## src/design/rfw_pkg.sv

```systemverilog
// register map, field positions and mode codes of the video forwarding router
package rfw_pkg;
  localparam logic [7:0] IDX_PORT_CTL = 8'h20;
  localparam logic [7:0] IDX_MODE_CTL = 8'h21;
  localparam logic [7:0] IDX_STATUS = 8'h22;
  localparam logic [11:0] ADDR_PORT_CTL = {2'b00, IDX_PORT_CTL, 2'b00};
  localparam logic [11:0] ADDR_MODE_CTL = {2'b00, IDX_MODE_CTL, 2'b00};
  localparam logic [11:0] ADDR_STATUS = {2'b00, IDX_STATUS, 2'b00};
  localparam int BLOCK_LSB = 4;
  localparam int ROUTE_LSB = 0;
  localparam int REPLICATE_BIT = 7;
  localparam int SEND_READY_BIT = 6;
  localparam int OUT1_SYNC_LSB = 4;
  localparam int OUT0_SYNC_LSB = 2;
  localparam int OUT1_RR_BIT = 1;
  localparam int OUT0_RR_BIT = 0;
  localparam logic [7:0] PORT_CTL_RST = 8'hf0;
  localparam logic [7:0] MODE_CTL_RST = 8'h03;
  localparam logic [1:0] SYNC_OFF = 2'h0;
  localparam logic [1:0] SYNC_BASIC = 2'h1;
  localparam logic [1:0] SYNC_INTERLEAVE = 2'h2;
  localparam logic [1:0] SYNC_CONCAT = 2'h3;
  localparam logic [1:0] RESP_OKAY = 2'h0;
  localparam logic [1:0] RESP_SLVERR = 2'h2;
  localparam int NUM_RX = 4;
endpackage

```

## src/design/rfw_engine.sv

```systemverilog
// forwarding engine of one output: round-robin or synchronized line scheduling
`timescale 1ns/1ns
module rfw_engine #(
  parameter int W = 32
) (
  input wire logic clk,
  input wire logic rst,
  input wire logic ce,
  input wire logic rr_en,
  input wire logic [1:0] sync_mode,
  input wire logic as_avail,
  input wire logic [3:0] elig,
  input wire logic [3:0] in_valid,
  input wire logic [3:0] in_last,
  input wire logic [3:0] in_short,
  input wire logic [4*W-1:0] in_data,
  output logic [3:0] in_ready,
  output logic out_valid,
  output logic [W-1:0] out_data,
  output logic out_last,
  output logic [1:0] out_src,
  input wire logic out_ready,
  output logic synced
);
  generate
    if (W < 1) begin : g_bad_w
      $error("W must be at least one");
    end
  endgenerate

  typedef struct packed {
    logic busy;
    logic [1:0] cur;
    logic [1:0] ptr;
    logic [3:0] served;
    logic ov;
    logic [W-1:0] od;
    logic ol;
    logic [1:0] os;
  } rfw_eng_t;

  rfw_eng_t st_r, st_nxt;
  logic sync_on, round_go, can_load, xfer, found;
  logic [3:0] avail, allow;
  logic [1:0] pick;

  // first allowed port at or after the pointer
  function automatic logic [2:0] pick_rr(input logic [3:0] req, input logic [1:0] ptr);
    logic [2:0] res;
    logic [1:0] idx;
    res = 3'h0;
    for (int i = 3; i >= 0; i--) begin
      idx = 2'(ptr + 2'(i));
      if (req[idx]) begin
        res = {1'b1, idx};
      end
    end
    return res;
  endfunction

  always_comb begin
    st_nxt = st_r;
    sync_on = sync_mode != rfw_pkg::SYNC_OFF;
    avail = in_valid & elig;
    round_go = sync_on && elig != 4'h0 && ((avail | st_r.served) & elig) == elig;
    if (rr_en) begin
      allow = avail;
    end else if (!sync_on) begin
      allow = 4'h0;
    end else if (round_go) begin
      allow = avail & ~st_r.served;
    end else if (as_avail && sync_mode != rfw_pkg::SYNC_CONCAT) begin
      allow = avail & ~st_r.served & ~in_short;
    end else begin
      allow = 4'h0;
    end
    {found, pick} = pick_rr(allow, st_r.ptr);
    can_load = !st_r.ov || out_ready;
    // no beat is accepted while the state is frozen
    in_ready = ce && st_r.busy && can_load ? 4'h1 << st_r.cur : 4'h0;
    xfer = st_r.busy && can_load && in_valid[st_r.cur];
    if (can_load) begin
      st_nxt.ov = xfer;
    end
    if (xfer) begin
      st_nxt.od = in_data[st_r.cur*W +: W];
      st_nxt.ol = in_last[st_r.cur];
      st_nxt.os = st_r.cur;
      if (in_last[st_r.cur]) begin
        st_nxt.busy = 1'b0;
        st_nxt.ptr = 2'(st_r.cur + 2'd1);
        if (sync_on) begin
          st_nxt.served = st_r.served | (4'h1 << st_r.cur);
        end
      end
    end
    if (!st_r.busy && found) begin
      st_nxt.busy = 1'b1;
      st_nxt.cur = pick;
    end
    st_nxt.served = st_nxt.served & elig;
    if (!sync_on || st_nxt.served == elig) begin
      st_nxt.served = 4'h0;
    end
    synced = sync_on && elig != 4'h0 && (round_go || st_r.busy);
  end

  always_ff @(posedge clk) begin
    if (rst) begin
      st_r <= '0;
    end else if (ce) begin
      st_r <= st_nxt;
    end
  end

  assign out_valid = st_r.ov;
  assign out_data = st_r.od;
  assign out_last = st_r.ol;
  assign out_src = st_r.os;

  a_sync_gate: assert property (@(posedge clk) disable iff (rst)
    ce && !st_r.busy && st_nxt.busy && !rr_en && !as_avail |-> round_go)
    else $error("synchronized line started before all ports were ready");
  a_out_hold: assert property (@(posedge clk) disable iff (rst)
    out_valid && !out_ready |=> out_valid && $stable(out_data))
    else $error("output beat changed while stalled");
  a_idle_mode: assert property (@(posedge clk) disable iff (rst)
    !rr_en && !sync_on |-> !found)
    else $error("port picked with forwarding off");
endmodule

```

## src/design/rfw_router.sv

```systemverilog
// video forwarding router: register slave, port routing and two output engines
// Summary of operation
// - bits 7..4 of the port control register block forwarding of ports 3..0, reset to one.
// - bits 3..0 of the port control register route ports 3..0 to output 0 or 1, reset zero.
// - with the replicate bit set, output 1 carries exactly the data of output 0.
// - in synchronized forwarding a line waits until every enabled routed port has data; send-when-ready exempts non-short lines outside concat mode.
// - the one send-when-ready bit governs both output engines.
// - bits 5:4 pick the synchronized mode of output 1, reset to disabled.
// - bits 3:2 pick the synchronized mode of output 0, reset to disabled.
// - best-effort mode does not synchronize and serves ready sources round-robin.
// - bits 1 and 0 enable round-robin on outputs 1 and 0, both reset to one.
// - the synchronized status of an output reads zero while its synchronized mode is off.
//
// Decided for this implementation: the AXI4-Lite interface to the registers.
`timescale 1ns/1ns
module rfw_router #(
  parameter int VID_W = 32
) (
  input wire logic CLK,
  input wire logic RST,
  input wire logic CE,
  input wire logic [11:0] AWADDR,
  input wire logic AWVALID,
  output logic AWREADY,
  input wire logic [31:0] WDATA,
  input wire logic [3:0] WSTRB,
  input wire logic WVALID,
  output logic WREADY,
  output logic [1:0] BRESP,
  output logic BVALID,
  input wire logic BREADY,
  input wire logic [11:0] ARADDR,
  input wire logic ARVALID,
  output logic ARREADY,
  output logic [31:0] RDATA,
  output logic [1:0] RRESP,
  output logic RVALID,
  input wire logic RREADY,
  input wire logic [3:0] RX_VALID,
  input wire logic [4*VID_W-1:0] RX_DATA,
  input wire logic [3:0] RX_LAST,
  input wire logic [3:0] RX_SHORT,
  output logic [3:0] RX_READY,
  output logic OUT0_VALID,
  output logic [VID_W-1:0] OUT0_DATA,
  output logic OUT0_LAST,
  output logic [1:0] OUT0_SRC,
  input wire logic OUT0_READY,
  output logic OUT1_VALID,
  output logic [VID_W-1:0] OUT1_DATA,
  output logic OUT1_LAST,
  output logic [1:0] OUT1_SRC,
  input wire logic OUT1_READY
);
  generate
    if (VID_W < 1) begin : g_bad_width
      $error("VID_W must be at least one");
    end
  endgenerate

  typedef struct packed {
    logic [7:0] port_ctl;
    logic [7:0] mode_ctl;
    logic aw_got;
    logic w_got;
    logic [11:0] aw_addr;
    logic [7:0] w_byte;
    logic w_lane0;
    logic bvalid;
    logic [1:0] bresp;
    logic rvalid;
    logic [31:0] rdata;
    logic [1:0] rresp;
  } rfw_regs_t;

  rfw_regs_t st_r, st_nxt;
  logic [3:0] rx_block, rx_route, elig0, elig1, ready0, ready1;
  logic replicate, send_ready, rr0, rr1, synced0, synced1;
  logic [1:0] sync0, sync1;
  logic e0_valid, e0_last, e1_valid, e1_last, e0_ready;
  logic [VID_W-1:0] e0_data, e1_data;
  logic [1:0] e0_src, e1_src;
  logic aw_hs, w_hs, ar_hs;

  // mapped word address check
  function automatic logic is_mapped(input logic [11:0] addr);
    return addr == rfw_pkg::ADDR_PORT_CTL || addr == rfw_pkg::ADDR_MODE_CTL ||
           addr == rfw_pkg::ADDR_STATUS;
  endfunction

  assign rx_block = st_r.port_ctl[rfw_pkg::BLOCK_LSB +: 4];
  assign rx_route = st_r.port_ctl[rfw_pkg::ROUTE_LSB +: 4];
  assign replicate = st_r.mode_ctl[rfw_pkg::REPLICATE_BIT];
  assign send_ready = st_r.mode_ctl[rfw_pkg::SEND_READY_BIT];
  assign sync1 = st_r.mode_ctl[rfw_pkg::OUT1_SYNC_LSB +: 2];
  assign sync0 = st_r.mode_ctl[rfw_pkg::OUT0_SYNC_LSB +: 2];
  assign rr1 = st_r.mode_ctl[rfw_pkg::OUT1_RR_BIT];
  assign rr0 = st_r.mode_ctl[rfw_pkg::OUT0_RR_BIT];

  // engine 1 is starved while it only mirrors engine 0
  assign elig0 = ~rx_block & ~rx_route;
  assign elig1 = replicate ? 4'h0 : ~rx_block & rx_route;

  // requests are refused while the state is frozen, so none is lost
  assign AWREADY = CE && !st_r.aw_got && !st_r.bvalid;
  assign WREADY = CE && !st_r.w_got && !st_r.bvalid;
  assign ARREADY = CE && !st_r.rvalid;
  assign aw_hs = AWVALID && AWREADY;
  assign w_hs = WVALID && WREADY;
  assign ar_hs = ARVALID && ARREADY;

  always_comb begin
    st_nxt = st_r;
    if (aw_hs) begin
      st_nxt.aw_got = 1'b1;
      st_nxt.aw_addr = {AWADDR[11:2], 2'b00};
    end
    if (w_hs) begin
      st_nxt.w_got = 1'b1;
      st_nxt.w_byte = WDATA[7:0];
      st_nxt.w_lane0 = WSTRB[0];
    end
    if (st_nxt.aw_got && st_nxt.w_got) begin
      st_nxt.aw_got = 1'b0;
      st_nxt.w_got = 1'b0;
      st_nxt.bvalid = 1'b1;
      st_nxt.bresp = is_mapped(st_nxt.aw_addr) ? rfw_pkg::RESP_OKAY : rfw_pkg::RESP_SLVERR;
      if (st_nxt.w_lane0 && st_nxt.aw_addr == rfw_pkg::ADDR_PORT_CTL) begin
        st_nxt.port_ctl = st_nxt.w_byte;
      end
      if (st_nxt.w_lane0 && st_nxt.aw_addr == rfw_pkg::ADDR_MODE_CTL) begin
        st_nxt.mode_ctl = st_nxt.w_byte;
      end
    end
    if (st_r.bvalid && BREADY) begin
      st_nxt.bvalid = 1'b0;
    end
    if (st_r.rvalid && RREADY) begin
      st_nxt.rvalid = 1'b0;
    end
    if (ar_hs) begin
      st_nxt.rvalid = 1'b1;
      st_nxt.rresp = rfw_pkg::RESP_OKAY;
      case ({ARADDR[11:2], 2'b00})
        rfw_pkg::ADDR_PORT_CTL: begin
          st_nxt.rdata = {24'h00_0000, st_r.port_ctl};
        end
        rfw_pkg::ADDR_MODE_CTL: begin
          st_nxt.rdata = {24'h00_0000, st_r.mode_ctl};
        end
        rfw_pkg::ADDR_STATUS: begin
          st_nxt.rdata = {30'h0000_0000, synced1, synced0};
        end
        default: begin
          st_nxt.rdata = 32'h0000_0000;
          st_nxt.rresp = rfw_pkg::RESP_SLVERR;
        end
      endcase
    end
  end

  always_ff @(posedge CLK) begin
    if (RST) begin
      st_r <= '0;
      st_r.port_ctl <= rfw_pkg::PORT_CTL_RST;
      st_r.mode_ctl <= rfw_pkg::MODE_CTL_RST;
    end else if (CE) begin
      st_r <= st_nxt;
    end
  end

  assign BVALID = st_r.bvalid;
  assign BRESP = st_r.bresp;
  assign RVALID = st_r.rvalid;
  assign RDATA = st_r.rdata;
  assign RRESP = st_r.rresp;

  // in replicate mode output 0 advances only when both sinks take the beat
  assign e0_ready = replicate ? OUT0_READY && OUT1_READY : OUT0_READY;

  rfw_engine #(.W(VID_W)) u_eng0 (
    .clk(CLK),
    .rst(RST),
    .ce(CE),
    .rr_en(rr0),
    .sync_mode(sync0),
    .as_avail(send_ready),
    .elig(elig0),
    .in_valid(RX_VALID),
    .in_last(RX_LAST),
    .in_short(RX_SHORT),
    .in_data(RX_DATA),
    .in_ready(ready0),
    .out_valid(e0_valid),
    .out_data(e0_data),
    .out_last(e0_last),
    .out_src(e0_src),
    .out_ready(e0_ready),
    .synced(synced0)
  );

  rfw_engine #(.W(VID_W)) u_eng1 (
    .clk(CLK),
    .rst(RST),
    .ce(CE),
    .rr_en(rr1),
    .sync_mode(sync1),
    .as_avail(send_ready),
    .elig(elig1),
    .in_valid(RX_VALID),
    .in_last(RX_LAST),
    .in_short(RX_SHORT),
    .in_data(RX_DATA),
    .in_ready(ready1),
    .out_valid(e1_valid),
    .out_data(e1_data),
    .out_last(e1_last),
    .out_src(e1_src),
    .out_ready(OUT1_READY),
    .synced(synced1)
  );

  // a port is served only by the engine it is routed to
  assign RX_READY = (ready0 & elig0) | (ready1 & elig1);
  assign OUT0_VALID = e0_valid;
  assign OUT0_DATA = e0_data;
  assign OUT0_LAST = e0_last;
  assign OUT0_SRC = e0_src;
  assign OUT1_VALID = replicate ? e0_valid : e1_valid;
  assign OUT1_DATA = replicate ? e0_data : e1_data;
  assign OUT1_LAST = replicate ? e0_last : e1_last;
  assign OUT1_SRC = replicate ? e0_src : e1_src;

  a_ctl_reset: assert property (@(posedge CLK)
    $past(RST) |-> st_r.port_ctl == 8'hf0 && st_r.mode_ctl == 8'h03)
    else $error("control registers not at reset values");
  a_block_port: assert property (@(posedge CLK) disable iff (RST)
    rx_block[0] |-> !RX_READY[0])
    else $error("blocked port 0 was served");
  a_route_out1: assert property (@(posedge CLK) disable iff (RST)
    !rx_route[3] |-> !ready1[3])
    else $error("port 3 served by output 1 while routed to output 0");
  a_repl_mirror: assert property (@(posedge CLK) disable iff (RST)
    replicate |-> OUT1_VALID == OUT0_VALID && OUT1_DATA == OUT0_DATA)
    else $error("replicated output differs from output 0");
  a_status_zero: assert property (@(posedge CLK) disable iff (RST)
    sync0 == 2'h0 && sync1 == 2'h0 && ar_hs && CE && ARADDR[11:2] == 10'h022
    |=> RDATA[1:0] == 2'h0)
    else $error("synchronized status set with sync forwarding off");
  a_write_mode: assert property (@(posedge CLK) disable iff (RST)
    CE && aw_hs && w_hs && AWADDR == 12'h084 && WSTRB[0]
    |=> st_r.mode_ctl == $past(WDATA[7:0]) && BVALID)
    else $error("mode register write not applied");
  a_bad_read: assert property (@(posedge CLK) disable iff (RST)
    CE && ar_hs && !is_mapped({ARADDR[11:2], 2'b00}) |=> RVALID && RRESP == 2'h2)
    else $error("unmapped read not refused");
  a_resp_hold: assert property (@(posedge CLK) disable iff (RST)
    BVALID && !BREADY |=> BVALID)
    else $error("write response dropped before taken");
  a_read_port: assert property (@(posedge CLK) disable iff (RST)
    CE && ar_hs && ARADDR[11:2] == 10'h020
    |=> RDATA == {24'h00_0000, $past(st_r.port_ctl)})
    else $error("port control read back wrong");
  a_write_port: assert property (@(posedge CLK) disable iff (RST)
    CE && aw_hs && w_hs && AWADDR == 12'h080 && WSTRB[0]
    |=> st_r.port_ctl == $past(WDATA[7:0]))
    else $error("port control write not applied");
  a_sync_flag_off: assert property (@(posedge CLK) disable iff (RST)
    !(sync0 == 2'h0 && synced0) && !(sync1 == 2'h0 && synced1))
    else $error("synchronized flag set with sync forwarding off");

  c_repl: cover property (@(posedge CLK) disable iff (RST) replicate && OUT1_VALID && e0_ready);
  c_sync_status: cover property (@(posedge CLK) disable iff (RST) synced0 && OUT0_VALID);
  c_rr_two: cover property (@(posedge CLK) disable iff (RST) rr0 && RX_READY[0] ##[1:50] RX_READY[1]);
  c_send_ready: cover property (@(posedge CLK) disable iff (RST) send_ready && sync1 != 2'h0 && OUT1_VALID);
endmodule

```

## config.mk

```make
export PLATFORM = sky130hd
export DESIGN_NAME = rfw_router
export DESIGN_NICKNAME = d
export VERILOG_FILES = /design/src/design/rfw_pkg.sv /design/src/design/rfw_engine.sv /design/src/design/rfw_router.sv
export SDC_FILE = /design/constraint.sdc
export NUM_CORES = 1
export LEC_CHECK = 0
export BUFFER_PORTS_ARGS = -buffer_cell sky130_fd_sc_hd__buf_4
export CORE_ASPECT_RATIO = 1.1
export CORE_UTILIZATION = 50
export CTS_CLUSTER_DIAMETER = 40
export DETAILED_ROUTE_END_ITERATION = 6
export PLACE_DENSITY = 0.81
export SLEW_MARGIN = 20
export SYNTH_ARGS = -nofsm -noshare
export SYNTH_HDL_FRONTEND = slang
export SYNTH_SLANG_ARGS = --single-unit
```

## constraint.sdc

```tcl
create_clock -name CLK -period 2.8 [get_ports CLK]
set_input_delay 0.42 -clock CLK [delete_from_list [all_inputs] [get_ports CLK]]
set_output_delay 0.42 -clock CLK [all_outputs]
set_load 0.01 [all_outputs]
```

# After elaboration in Yosys (flattened, before gate mapping)

Cells that the tools add are included.

Bits in read-only memories: 0
Bits in writable memories: 0
Input bits: 210
Output and inout port bits: 117
Memories kept: 0
Register bits after elaboration: 167
Bits in latches: 0
Logic and storage cells: 237

Order comparisons: 10
Bitwise operators: 24
Shift operators: 4
Multiplexer cells: 74
Reduce and logical (&&, ||, !) cells: 77
Equal/unequal tests: 12
Multiply operators: 0
Add/sub/neg operators: 8
Div/mod/pow operators: 0

Operators with widths:

| cell                | number |
|---|---|
| $shiftx 128x8->32   | 2 |
| $mux 4              | 19 |
| $and 4x4->4         | 14 |
| $eq 12x8->1 const B | 3 |
| $mux 35             | 1 |
| $mux 3              | 11 |
| $logic_and 1x1->1   | 32 |
| $mux 32             | 1 |
| $eq 10x6->1 const B | 3 |
| $lt 2x3->1 const B  | 10 |
| $bmux 1 s2          | 12 |
| $pmux 8 s3          | 1 |
| $mux 1              | 23 |
| $not 4->4           | 5 |
| $or 4x4->4          | 5 |
| $reduce_and 2->1    | 10 |
| $reduce_and 3->1    | 6 |
| $eq 4x4->1          | 4 |
| $reduce_bool 2->1   | 8 |
| $mux 12             | 1 |
| $logic_not 1->1     | 10 |
| $mux 9              | 1 |
| $add 2x1->2 const B | 4 |
| $add 2x2->2 const B | 4 |
| other kinds (6)     | 19 |

# Depth between registers and ports, before layout

Depth after elaboration: 20
Depth in mapped cells: 10
Mapped depth without buffers: 7

# By module

Synthesis repeated with hierarchy kept, for this count alone.

Cells, all modules: 1003
Area total of the unflattened synthesis: 9277.6 µm²

By module, submodules not included:

| module     | seq. area each (µm²) | area an instance (µm²) | cells each | times used |
|---|---|---|---|---|
| rfw_engine | 900.9                | 3169.3                 | 344        | 2 |
| rfw_router | 1021.0               | 2939.1                 | 315        | 1 |

# Least setup slack after synthesis

No wires, ideal clock.

Path kind: flip-flop to flip-flop
From: reg u_eng1.st_r[42] in the netlist's numbering
To: reg u_eng1.st_r[39] in the netlist's numbering
Buffers on the path: 2
Arrival time: 2.275 ns
Period minus slack after synthesis: 2.340 ns
Data required time: 2.735 ns
Stages on the path, launching flop included: 10
Slack: 0.460 ns
Setup time: 0.065 ns
Cells stage by stage: dfxtp_1 buf_2 buf_1 inv_1 ha_1 a311oi_1 o41ai_1 nor3_1 a31oi_1 nor2_1

Longest elaborated chain between the ends: 9
Elaborated cells between the ends (all ways): 14
Those cells by class: 1 x eq/ne; 1 x shift; 8 x mux; 2 x bitwise; 2 x reduce/logical

RTL lines:

| item                   | RTL line          | source |
|---|---|---|
| from (decl)            | rfw_engine.sv:42  | `rfw_eng_t st_r, st_nxt;` |
| from (signal assigned) | rfw_engine.sv:112 | `st_r <= st_nxt;` |
| $shl 1x2->4            | rfw_engine.sv:93  | `st_nxt.served = st_r.served \| (4'h1 << st_r.cur);` |
| $or 4x4->4             | rfw_engine.sv:93  |  |
| $mux 4                 | rfw_engine.sv:92  | `if (sync_on) begin` |
| $mux 4                 | rfw_engine.sv:89  | `if (in_last[st_r.cur]) begin` |
| $mux 4 (*)             | rfw_engine.sv:85  | `if (xfer) begin` |
| $and 4x4->4 (*)        | rfw_engine.sv:101 | `st_nxt.served = st_nxt.served & elig;` |
| $eq 4x4->1             | rfw_engine.sv:102 | `if (!sync_on \|\| st_nxt.served == elig) begin` |
| $logic_or 1x1->1       | rfw_engine.sv:102 |  |
| $mux 4 (*)             | rfw_engine.sv:102 |  |

Mark *: on every way between the ends. The rest lies on a longest branch, timed or not. The select of a mux whose other input is x is not followed.
A chain may end at the register's enable or synchronous reset.

# Final worst setup path

From: reg st_r (netlist bit rx_route[2])
To: reg u_eng0.st_r[43] in the netlist's numbering

Longest elaborated chain between the ends: 18
Elaborated cells between the ends (all ways): 29
Those cells by class: 1 x eq/ne; 16 x mux; 7 x bitwise; 5 x reduce/logical

RTL lines:

| item                              | RTL line          | source |
|---|---|---|
| from (decl)                       | rfw_router.sv:76  | `rfw_regs_t st_r, st_nxt;` |
| from (signal assigned)            | rfw_router.sv:168 | `st_r <= st_nxt;` |
| $not 4->4 (*)                     | rfw_router.sv:101 | `assign elig0 = ~rx_block & ~rx_route;` |
| $and 4x4->4 (*)                   | rfw_router.sv:101 |  |
| $and 4x4->4                       | rfw_engine.sv:64  | `avail = in_valid & elig;` |
| $or 4x4->4                        | rfw_engine.sv:65  | `round_go = sync_on && elig != 4'h0 && ((avail \| st_r.served) & elig) == elig;` |
| $and 4x4->4                       | rfw_engine.sv:65  |  |
| $eq 4x4->1                        | rfw_engine.sv:65  |  |
| $logic_and 1x1->1                 | rfw_engine.sv:65  |  |
| $mux 4                            | rfw_engine.sv:70  | `end else if (round_go) begin` |
| $mux 4                            | rfw_engine.sv:68  | `end else if (!sync_on) begin` |
| $mux 4 (*)                        | rfw_engine.sv:66  | `if (rr_en) begin` |
| $bmux 1 s2                        | rfw_engine.sv:54  | `if (req[idx]) begin` |
| $mux 1 (not written as such)      | rfw_engine.sv:54  |  |
| $mux 3 (3 in a row)               | rfw_engine.sv:54  |  |
| $mux 3 (*)                        | rfw_engine.sv:54  |  |
| $logic_and 1x1->1                 | rfw_engine.sv:97  | `if (!st_r.busy && found) begin` |
| $reduce_and 2->1 (no source line) | n/a               |  |
| to (signal assigned)              | rfw_engine.sv:112 |  |
| to (decl)                         | rfw_engine.sv:42  |  |

Marks and branches as above.

==> flow_summary_export.csv <==
group,metric,value,unit
run_status,status,"complete, no violations",
global_routing,gr-total-overflow,0,
global_routing,grt_pass1_vias,7889,
timing,fin_setup_tns,0,ns
route,wl_per_cell,19.1,microns
timing,layout_min_cycle_time,2.65,ns
cells_and_area,area_growth,27.7,%
floorplanning,start_util,51.2,%
cells_and_area,design_area,11100,sq um
synth,ys_types,61,
synth,synth_area_per_cell,9.05,sq um
timing,hold_slack,0.202,ns
cts,cts_made_buffers,17,
synth,yosys.area.top_type,"dfxtp_1",
global_routing,globalRouteTotalUtil,29.6,%
timing,worst_pin_slew,0.697,ns
worst_setup_path,path_class,"reg -> reg",
worst_setup_path,cp_data_required_time,3.11,ns
cells_and_area,layout.nets,1389,
cells_and_area,fin_util,65.4,%
flow_run,max_cap_viol_count,0,
cts,postCtsSetupBuffers,0,
power,power.internal,3.57,mW
route,drt_wl_total,27.0,mm
global_routing,grt_first_pass_wirelength,41.4,mm
cts,clockRootBuffer,"clkbuf_16",
worst_setup_path,crit_path_cell_trace,"or3_1 -> or2_2 -> a31oi_1 -> a21oi_1 -> o41ai_2 -> nand2b_1 -> o31ai_1",
timing,slew_viol_final,0,
cells_and_area,drive_gt1_share,39.6,%
synth,ys_seq_area_share,32.4,%
power,p_seq_share,43.1,%
cells_and_area,antenna_cells,0,
cts,cts_resized,0,
worst_setup_path,cp-end-kind,"flip-flop",
route,detail_route.vias_per_cell,5.79,
timing,max_freq,377,MHz
synth,ys.flop_type,"dfxtp_1",
timing,setup_viol,0,
cells_and_area,layout.cells.non_filler,1418,
synth,synth_seq_cells,141,
power,swShare,24.6,%
route,dr.pass1.iters,5,
power,powerDensity,425,nW/um^2
cts,htree_levels,4,
floorplanning,core_area,17000,sq um
cts,cts_tree,"built",
synth,synth_edf_count,0,
power,clkPwrFrac,46.4,%
cts,cts.clk_slew.worst_paths,0.06,ns
place,gp_congestion,0.939,
synth,synthesis.area,8720,sq um
worst_setup_path,crit_arrival,2.96,ns
floorplanning,die_y,141,microns
route,vias,8208,
power,power.total,4.74,mW
synth,syn_inst,964,
worst_setup_path,crit_path_start_kind,"flip-flop",
floorplanning,die_w,128,microns
place,dpl.cell_count,1386,
cts,cts.path.max_buffers,2,
route,antenna_left,0,
route,drt_iter0_drc,691,
worst_setup_path,cp_max_fo,7,
power,p_comb_share,10.5,%
worst_hold_path,hold_path_class,"in -> reg",
cts,cts_hold_buf,0,
worst_setup_path,critPathMaxStageDelay,0.55,ns
synth,ys_warn_count,0,
timing,worst_clock_skew,0.00894,ns
synth,netlist_top_cells_area,"dfxtp_1, mux4_2, nand2_1",
power,peakVddDrop,0.397,mV
place,hpwl,20.0,mm
floorplanning,dieArea,18000,sq um
synth,yosys-top-cells-count,"nand2_1, dfxtp_1, a21oi_1, buf_4, mux4_2",
timing,rsz0062_at_grt,"no",
timing,fin_crit_sh,94.8,%
global_routing,grt_antenna_before_repair,0,
cts,worst_skew_pair.late_latency,0.43,ns
floorplanning,ios,327,
timing,finalHoldViolations,0,
cts,cts_sinks,141,
floorplanning,row_count,50,
global_routing,grt_max_degree,51,
power,p_leak,4.35,nW
power,switchingPower,1.17,mW
cells_and_area,n_fill_cell,1379,
synth,yosysMostFrequentCell,"nand2_1",
place,dpl_cell_area,10600,sq um
place,preCtsSetupSlack,0.232,ns
synth,synthArstFlopShare,0,%
route,route.detailed.drc,0,
timing,slew_headroom,53.6,%
worst_setup_path,critPathSlowestCell,"o41ai_2",
place,portBuffers,269,
synth,synth_top_area_share,32.4,%
timing,fin_ws,0.146,ns
-- critical path, delay by kind of cell, from the launching register on --
| kind | cells | cell delay [ns] |
|---|---|---|
| AOI/OAI and AO/OA | 4 | 1.30 |
| DFF | 1 | 0.38 |
| and+or+nand+nor | 3 | 0.86 |
-- cell usage in the layout, fill, tap and decap left out, types with 3 or more instances in the layout --
cell type   Yosys  layout
inv_1          11      11
nor2_1         59      59
a21oi_1       116     116
nand3_1        17      17
inv_6           0       5
mux4_2         68      68
nand3b_1        5       5
a211oi_1        3       3
buf_4          71     292
clkinvlp_4      0       7
nor2b_1         4       4
o22ai_1         6       6
clkbuf_16       0      17
and3_1          3       3
mux2_2         46      46
dfxtp_2         0       5
o211ai_1       16      16
and2_1          6       6
mux2i_1        14      14
or2_2           8       8
nor4_1          7       7
conb_1          1      26
a21oi_2         3       3
a311oi_1        7       7
ha_1            8       8
nor3b_1         6       6
nand2_1       212     212
a31oi_1         7       7
dfxtp_1       141     136
nand2b_1        5       5
nor3_1          8       8
or3_1           3       3
nor4b_1         5       5
-- metal layers --
metal | vias up | part of all wire (%) | GRT usage [%]
met4 | 0 | 4.0 | 15.0
li1 | 3796 | - | -
met3 | 75 | 7.1 | 5.96
met1 | 3975 | 40 | 36.1
met5 | - | 0 | 0
met2 | 362 | 49 | 49.6
-- path summary, 6_finish.rpt --
kind	end	depth (start not counted)	slack, ns	start
max reg2reg	u_eng0.st_r[43]$_SDFFE_PP0P_	7	0.15	rx_route[2]$_SDFFE_PP0P_
min reg2reg	st_r[54]$_SDFFE_PP0P_	2	0.45	st_r[54]$_SDFFE_PP0P_
max	u_eng0.st_r[43]$_SDFFE_PP0P_	7	0.15	rx_route[2]$_SDFFE_PP0P_
min	BVALID$_SDFFE_PP0P_	2	0.20	BREADY
-- flip-flops by register name, indices dropped and copies added (netlist names), 2 cells and up --
| register | count |
|---|---|
| u_eng1.out_src | 2 |
| u_eng0.st_r | 9 |
| u_eng1.st_r | 9 |
| u_eng0.out_data | 32 |
| rx_block | 4 |
| rx_route | 4 |
| u_eng1.out_data | 32 |
| u_eng0.out_src | 2 |
| RDATA | 8 |
| st_r | 27 |
-- power by group through the flow --
stage / registers (mW) / clock network [mW] / logic (mW)
floorplan: 2.08 / 0 / 0.239
global placement: 2.08 / 0 / 0.476
detailed placement: 2.09 / 0 / 0.490
CTS: 2.04 / 2.22 / 0.492
global route: 2.04 / 2.30 / 0.530
finish: 2.04 / 2.20 / 0.497
-- kinds of logic after synthesis --
family / count (synthesis) / share of synthesized area [%]
AND/OR/NAND/NOR: 362 / 18.7
AO/OA/AOI/OAI: 183 / 13.3
buffers and inverters: 141 / 9.27
flip-flops: 141 / 32.4
multiplexers: 128 / 25.1
adder cells (fa/ha/maj): 8 / 1.15
other: 1 / 0.0430
-- area by class of cell --
cell class	instances	area, sq um	share of cell area (%)
clock buffers	18	439	3.94
clock inverters	14	135	1.21
inverters	12	45.0	0.404
multi-input cells	707	5200	46.7
flip-flops and latches	141	2830	25.4
well taps	234	293	2.63
repair buffers	292	2190	19.7
(Power assumes the default switching activity.)
